### src/doorbell_defs.svh
// register indices, field positions and reset values of the messaging block
`ifndef DOORBELL_DEFS_SVH
`define DOORBELL_DEFS_SVH
`define REG_MBOX_LAST 4'h7
`define REG_MBOX_IRQ_LAST 4'h3
`define REG_H2L_BELL 4'h8
`define REG_L2H_BELL 4'h9
`define REG_INT_CTL 4'ha
`define CTL_MBOX_EN 3
`define CTL_LOCAL_EN 16
`define CTL_MBOX_PEND 27
`define CTL_WR_MASK 32'h0001_0008
`define BELL_RESET 32'h0000_0000
`define MBOX_RESET 32'h0000_0000
`define CTL_RESET 32'h0000_0000
`endif

### src/doorbell_pkg.sv
// types shared by the messaging block
`default_nettype none
package doorbell_pkg;
    typedef logic [31:0] word_t;
    typedef enum logic [4:0] {
        T_NONE = 5'b00001,
        T_MBOX = 5'b00010,
        T_H2L = 5'b00100,
        T_L2H = 5'b01000,
        T_CTL = 5'b10000
    } target_e;
endpackage
`default_nettype wire

### src/doorbell_mailbox.sv
// doorbell and mailbox message passing between host and local ports
`timescale 1ns/10ps
`default_nettype none
`include "doorbell_defs.svh"
module doorbell_mailbox
    import doorbell_pkg::*;
(
    input wire logic sys_clk_in,
    input wire logic reset_n_in,
    input wire logic pci_sel_in,
    input wire logic pci_wr_in,
    input wire logic [3:0] pci_addr_in,
    input wire logic [31:0] pci_wdata_in,
    output logic [31:0] pci_rdata_out,
    output logic pci_ack_out,
    output logic pci_retry_out,
    output logic pci_irq_out,
    input wire logic loc_sel_in,
    input wire logic loc_wr_in,
    input wire logic [3:0] loc_addr_in,
    input wire logic [31:0] loc_wdata_in,
    output logic [31:0] loc_rdata_out,
    output logic loc_ack_out,
    output logic local_irq_line_out
);
    word_t message_box_r [8];
    word_t message_box_nxt [8];
    word_t ctl_r;
    word_t ctl_nxt;
    word_t host_to_local_bell;
    word_t local_to_host_bell;
    word_t h2l_nxt;
    word_t l2h_nxt;
    word_t h2l_set;
    word_t h2l_clr;
    word_t l2h_set;
    word_t l2h_clr;
    word_t pci_rdata_nxt;
    word_t loc_rdata_nxt;
    logic pci_ack_nxt;
    logic pci_retry_nxt;
    logic pci_irq_nxt;
    logic loc_ack_nxt;
    logic loc_irq_nxt;
    target_e pci_t;
    target_e loc_t;
    logic pci_clash;
    logic pci_go;
    logic pw;
    logic lw;
    logic mbox_irq_hit;

    function automatic target_e decode(input logic [3:0] a);
        if (a <= `REG_MBOX_LAST)
            return T_MBOX;
        else if (a == `REG_H2L_BELL)
            return T_H2L;
        else if (a == `REG_L2H_BELL)
            return T_L2H;
        else if (a == `REG_INT_CTL)
            return T_CTL;
        else
            return T_NONE;
    endfunction

    function automatic word_t read_reg(input logic [3:0] a);
        case (decode(a))
            T_MBOX: return message_box_r[a[2:0]];
            T_H2L: return host_to_local_bell;
            T_L2H: return local_to_host_bell;
            T_CTL: return ctl_r;
            default: return 32'h0000_0000;
        endcase
    endfunction

    always_comb
    begin
        pci_t = decode(pci_addr_in);
        loc_t = decode(loc_addr_in);
        pci_clash = pci_sel_in && loc_sel_in &&
            (loc_t == T_H2L || loc_t == T_L2H || loc_t == T_CTL);
        pci_go = pci_sel_in && !pci_clash;
        pw = pci_go && pci_wr_in;
        lw = loc_sel_in && loc_wr_in;
        mbox_irq_hit = pw && pci_t == T_MBOX &&
            pci_addr_in <= `REG_MBOX_IRQ_LAST &&
            ctl_r[`CTL_MBOX_EN] && ctl_r[`CTL_LOCAL_EN];
    end

    always_comb
    begin
        h2l_set = (pw && pci_t == T_H2L) ? pci_wdata_in : 32'h0;
        h2l_clr = (lw && loc_t == T_H2L) ? loc_wdata_in : 32'h0;
        l2h_set = (lw && loc_t == T_L2H) ? loc_wdata_in : 32'h0;
        l2h_clr = (pw && pci_t == T_L2H) ? pci_wdata_in : 32'h0;
    end

    doorbell_bits h2l_bell_inst (
        .sys_clk_in(sys_clk_in),
        .reset_n_in(reset_n_in),
        .set_in(h2l_set),
        .clr_in(h2l_clr),
        .bits_out(host_to_local_bell),
        .bits_nxt_out(h2l_nxt)
    );

    doorbell_bits l2h_bell_inst (
        .sys_clk_in(sys_clk_in),
        .reset_n_in(reset_n_in),
        .set_in(l2h_set),
        .clr_in(l2h_clr),
        .bits_out(local_to_host_bell),
        .bits_nxt_out(l2h_nxt)
    );

    // mailboxes: a host write in the same cycle lands over a local one
    always_comb
    begin
        for (int i = 0; i < 8; i++)
            message_box_nxt[i] = message_box_r[i];
        if (lw && loc_t == T_MBOX)
            message_box_nxt[loc_addr_in[2:0]] = loc_wdata_in;
        if (pw && pci_t == T_MBOX)
            message_box_nxt[pci_addr_in[2:0]] = pci_wdata_in;
    end

    // control: two enables, plus a pending flag that the local side clears
    always_comb
    begin
        ctl_nxt = ctl_r;
        if (lw && loc_t == T_CTL)
        begin
            ctl_nxt = (ctl_r & ~`CTL_WR_MASK) | (loc_wdata_in & `CTL_WR_MASK);
            if (loc_wdata_in[`CTL_MBOX_PEND])
                ctl_nxt[`CTL_MBOX_PEND] = 1'b0;
        end
        if (pw && pci_t == T_CTL)
            ctl_nxt = (ctl_nxt & ~`CTL_WR_MASK) | (pci_wdata_in & `CTL_WR_MASK);
        if (mbox_irq_hit)
            ctl_nxt[`CTL_MBOX_PEND] = 1'b1;
    end

    always_comb
    begin
        pci_ack_nxt = pci_go;
        pci_retry_nxt = pci_clash;
        pci_rdata_nxt = (pci_go && !pci_wr_in) ? read_reg(pci_addr_in) : 32'h0;
        loc_ack_nxt = loc_sel_in;
        loc_rdata_nxt = (loc_sel_in && !loc_wr_in) ?
            read_reg(loc_addr_in) : 32'h0;
        pci_irq_nxt = |l2h_nxt;
        loc_irq_nxt = (|h2l_nxt) || ctl_nxt[`CTL_MBOX_PEND];
    end

    always_ff @(posedge sys_clk_in or negedge reset_n_in)
    begin
        if (!reset_n_in)
        begin
            for (int i = 0; i < 8; i++)
                message_box_r[i] <= `MBOX_RESET;
            ctl_r <= `CTL_RESET;
            pci_rdata_out <= 32'h0;
            pci_ack_out <= 1'b0;
            pci_retry_out <= 1'b0;
            pci_irq_out <= 1'b0;
            loc_rdata_out <= 32'h0;
            loc_ack_out <= 1'b0;
            local_irq_line_out <= 1'b0;
        end
        else
        begin
            for (int i = 0; i < 8; i++)
                message_box_r[i] <= message_box_nxt[i];
            ctl_r <= ctl_nxt;
            pci_rdata_out <= pci_rdata_nxt;
            pci_ack_out <= pci_ack_nxt;
            pci_retry_out <= pci_retry_nxt;
            pci_irq_out <= pci_irq_nxt;
            loc_rdata_out <= loc_rdata_nxt;
            loc_ack_out <= loc_ack_nxt;
            local_irq_line_out <= loc_irq_nxt;
        end
    end
endmodule
`default_nettype wire

### src/doorbell_bits.sv
// one doorbell register: one side sets bits, the other clears them
`timescale 1ns/10ps
`default_nettype none
`include "doorbell_defs.svh"
module doorbell_bits
    import doorbell_pkg::*;
(
    input wire logic sys_clk_in,
    input wire logic reset_n_in,
    input wire word_t set_in,
    input wire word_t clr_in,
    output word_t bits_out,
    output word_t bits_nxt_out
);
    word_t bits_r;
    word_t bits_nxt;

    // set wins over a clear in the same cycle
    always_comb
    begin
        bits_nxt = (bits_r & ~clr_in) | set_in;
    end

    always_ff @(posedge sys_clk_in or negedge reset_n_in)
    begin
        if (!reset_n_in)
            bits_r <= `BELL_RESET;
        else
            bits_r <= bits_nxt;
    end

    assign bits_out = bits_r;
    assign bits_nxt_out = bits_nxt;
endmodule
`default_nettype wire

### config.mk
export PLATFORM = sky130hd
export DESIGN_NAME = doorbell_mailbox
export DESIGN_NICKNAME = d
export VERILOG_FILES = /design/src/doorbell_pkg.sv /design/src/doorbell_mailbox.sv /design/src/doorbell_bits.sv
export VERILOG_INCLUDE_DIRS = /design/src
export SDC_FILE = /design/constraint.sdc
export NUM_CORES = 1
export LEC_CHECK = 0
export BUFFER_PORTS_ARGS = -buffer_cell sky130_fd_sc_hd__buf_4
export CAP_MARGIN = 10
export CORE_ASPECT_RATIO = 0.5
export CORE_MARGIN = 4
export CORE_UTILIZATION = 50
export CTS_CLUSTER_SIZE = 25
export DETAILED_ROUTE_END_ITERATION = 12
export PLACE_DENSITY = 0.68
export SLEW_MARGIN = 40
export SYNTH_ARGS = -nofsm -noshare
export SYNTH_HDL_FRONTEND = slang
export SYNTH_SLANG_ARGS = --single-unit
export TNS_END_PERCENT = 30
### constraint.sdc
create_clock -name sys_clk_in -period 3.6 [get_ports sys_clk_in]
set_input_delay 0.36 -clock sys_clk_in [delete_from_list [all_inputs] [get_ports sys_clk_in]]
set_output_delay 0.36 -clock sys_clk_in [all_outputs]
set_load 0.01 [all_outputs]
==> impl_metrics.csv <==
group,metric,value,unit
die,initial_utilization,0.514,
pwr,power.internal,9.13,mW
timing,slew_headroom,0.459,
clock_network,clkSinkCount,392,
place,place_hpwl,47.1,mm
critical_path,critPathMaxStageDelay,0.56,ns
die,die_x,304,um
clock_network,max-clock-path-buffers,3,
pwr,seq_power_share,0.465,
timing,rsz0062_at_grt,"false",
logic_synthesis,ys_warn_count,0,
timing,tightestPinTransition,0.811,ns
die,row_count,53,
clock_network,clkTransAtPathRegs,0.06,ns
timing,fin_setup_tns,0,ns
global_route,grt_pass1_vias,17500,
global_route,grt_antenna_before_repair,2,
critical_path,crit_chain,"dlygate4sd3_1 > buf_4 > nand2_1 > o211ai_2 > buf_4 > a221o_1 > or4_1 > nor4_1 > nand4_1",
clock_network,cts_tree,"done",
global_route,grt_first_pass_wirelength,111,mm
status,status,"finished, final reports clean",
route,first_pass_iters,8,
route,ant_nets,0,
logic_synthesis,synth-async-reset-ratio,1.00,
clock_network,insertion_delay,0.55,ns
place,port_buffers,146,
logic_synthesis,synth_area_per_cell,10.2,um^2
pwr,ir_drop,0.323,mV
cells_and_area,n_fill_cell,3660,
clock_network,cts_max_level,2,
timing,period_needed,2.83,ns
route,drtIter0Drc,2481,
logic_synthesis,syn_area,0.0219,mm^2
global_route,track_usage,0.303,
critical_path,cp.required,4.00,ns
die,io_pins,147,
job,maxCapViolations,0,
logic_synthesis,netlist_instances,2149,
timing,setup_violations,0,
critical_path,crit_slowest_cell,"dlygate4sd3_1",
critical_path,worstSetupPathType,"in -> reg",
logic_synthesis,synthDistinctLibCells,52,
die,die_area,0.0474,mm^2
cells_and_area,area.growth.synth_to_final,13.4,%
timing,clock_skew,0.00914,ns
place,gp_congestion,0.931,
pwr,power_density,529,mW/mm^2
pwr,swShare,0.305,
route,dr_total_vias,18000,
critical_path,worstPathMaxFanout,12,
critical_path,cp-startpoint,"loc_sel_in",
critical_path,crit_top_cell,"buf_4",
pwr,switchingPower,4.00,mW
clock_network,cts-resized-gates,0,
timing,fmax,354,MHz
clock_network,cts_buffers,38,
die,die_h,156,um
route,drc_errors,0,
worst_hold_path,min-delay-start,"pci_sel_in",
route,drt-total-wl,73.1,mm
logic_synthesis,ys_seq_area_frac,0.448,
global_route,overflow,0,
clock_network,cts_root_buf,"clkbuf_16",
logic_synthesis,synth_fp_nets,2227,
logic_synthesis,synth_flop_cell,"dfrtp_1",
cells_and_area,layout.nets,2239,
die,design.core.area,0.0426,mm^2
timing,slew_viol_final,0,
pwr,clkPwrFrac,0.305,
pwr,p_leak,11.0,nW
critical_path,startpoint_type,"primary input",
logic_synthesis,synth-edff-count,0,
global_route,grt_start_max_net_pins,106,
cells_and_area,drive_gt1_frac,0.181,
logic_synthesis,ys_ff_latch,392,
worst_hold_path,hold_class,"in -> reg",
cells_and_area,utilization,0.583,
critical_path,arrival,3.23,ns
timing,hold_viol_final,0,
critical_path,rrSetupSlack,1.51,ns
timing,finalCritPeriodShare,0.785,
clock_network,post_cts_buffers,0,
critical_path,worstReg2RegStart,"l2h_bell_inst.bits_out[31]$_DFF_PN0_",
pwr,combPwrFrac,0.230,
critical_path,cp-end-kind,"flop",
route,routedWlPerCell,26.5,um
route,routed_via_density,6.52,
[per-layer routing]
metal	track usage	share of wire
met5	0	0
met4	0.0972	0.032
met3	0.0678	0.11
met1	0.444	0.43
met2	0.451	0.44
[Yosys cell counts, drive strengths merged, types with 9 or more instances]
cell	n	share of area
dfrtp	392	0.45
nand3	25	0.0057
clkbuf	176	0.030
o21ai	130	0.030
a21oi	192	0.044
mux2	32	0.016
nor2b	25	0.0071
a22oi	34	0.012
nand2	139	0.024
o22a	22	0.0088
a22o	40	0.016
mux4	70	0.072
nor4	9	0.0026
buf	72	0.014
a222oi	32	0.015
nor2	290	0.050
a221o	21	0.0096
mux2i	346	0.16
a221oi	30	0.012
[through the flow]
stage	instance area (um^2)	cells	setup WS, ns	total power, mW	hold slack, ns
2_1_floorplan	21900	2149	1.16	8.11	0.0644
3_3_place_gp	23600	2695	0.534	9.01	0.458
3_5_place_dp	23600	2695	0.520	9.14	0.453
4_1_cts	24800	2759	0.858	13.1	0.0209
5_1_grt	24800	2762	0.660	13.8	0.0367
6_report	24800	2762	0.775	13.1	0.0328
[final timing paths]
path / end / cells past startpoint
max in group asynchronous: loc_rdata_out[21]$_DFF_PN0_ / 3
worst min-delay path: pci_retry_out$_DFF_PN0_ / 2
worst min register to register: h2l_bell_inst.bits_out[17]$_DFF_PN0_ / 1
worst max register to register: pci_irq_out$_DFF_PN0_ / 5
worst max-delay path: pci_irq_out$_DFF_PN0_ / 9
min in group asynchronous: message_box_r[230]$_DFF_PN0_ / 2
[power groups by stage]
stage          Clock, mW  Combinational, mW  Sequential (mW)
5_1_grt             4.23               3.30             6.22
2_1_floorplan          0               2.21             5.90
3_3_place_gp           0               2.90             6.12
6_report            4.00               3.02             6.11
4_1_cts             4.04               2.99             6.09
3_5_place_dp           0               2.98             6.15
[sequential cells by signal, indices dropped and copies added (netlist names)]
name,count
ctl_r,3
h2l_bell_inst.bits_out,32
l2h_bell_inst.bits_out,32
loc_ack_out,1
loc_rdata_out,32
local_irq_line_out,1
message_box_r,256
pci_ack_out,1
pci_irq_out,1
pci_rdata_out,32
pci_retry_out,1
[critical path, delay by kind of cell]
kind	cells	cell delay, ns
buffers and inverters	3	1.05
AND/OR/NAND/NOR	4	1.17
AO/OA/AOI/OAI	2	0.63
[placed cells by master (no fill, tap or decap), types with 4 or more instances in the layout]
| cell | Yosys | final |
|---|---|---|
| nand2b_1 | 5 | 5 |
| nand3b_1 | 5 | 5 |
| nand3_1 | 25 | 24 |
| a222oi_1 | 32 | 32 |
| buf_12 | 0 | 19 |
| clkbuf_1 | 176 | 10 |
| and2_1 | 6 | 6 |
| dfrtp_1 | 392 | 392 |
| a221o_1 | 21 | 21 |
| nand2_1 | 139 | 138 |
| nor2_1 | 290 | 289 |
| or4_1 | 7 | 7 |
| buf_4 | 0 | 196 |
| a221oi_1 | 30 | 30 |
| mux2_2 | 32 | 32 |
| mux2i_1 | 346 | 346 |
| a22oi_1 | 34 | 34 |
| o221ai_1 | 4 | 4 |
| o22a_1 | 22 | 22 |
| a22o_1 | 40 | 40 |
| clkbuf_8 | 0 | 4 |
| a21oi_1 | 192 | 192 |
| nor4_1 | 9 | 8 |
| clkinv_2 | 0 | 5 |
| clkbuf_16 | 0 | 41 |
| mux4_2 | 70 | 70 |
| o21ai_0 | 129 | 129 |
| nor2b_1 | 25 | 24 |
[timing repair]
| item | in CTS | in global routing |
|---|---|---|
| endpoints found under the hold margin | 89 | 0 |
| hold buffers | 2 | 0 |
| endpoints found under the setup margin | 0 | 0 |
[kinds of logic after synthesis]
kind of cell	share of synthesized area
DFF	0.448
AOI/OAI and AO/OA	0.154
muxes	0.247
and+or+nand+nor	0.106
buffers and inverters	0.0446
[area by class of cell]
cell class / count / area, um^2 / area share
antenna: 2 / 5.00 / 0.000202
sequential: 392 / 9810 / 0.395
timing repair buffer: 220 / 1930 / 0.0776
inverter: 3 / 11.3 / 0.000454
clock inverter: 7 / 66.3 / 0.00267
multi-input combinational: 1506 / 11200 / 0.450
clock buffer: 55 / 1120 / 0.0451
tap: 577 / 722 / 0.0291
(Power assumes the default switching activity.)
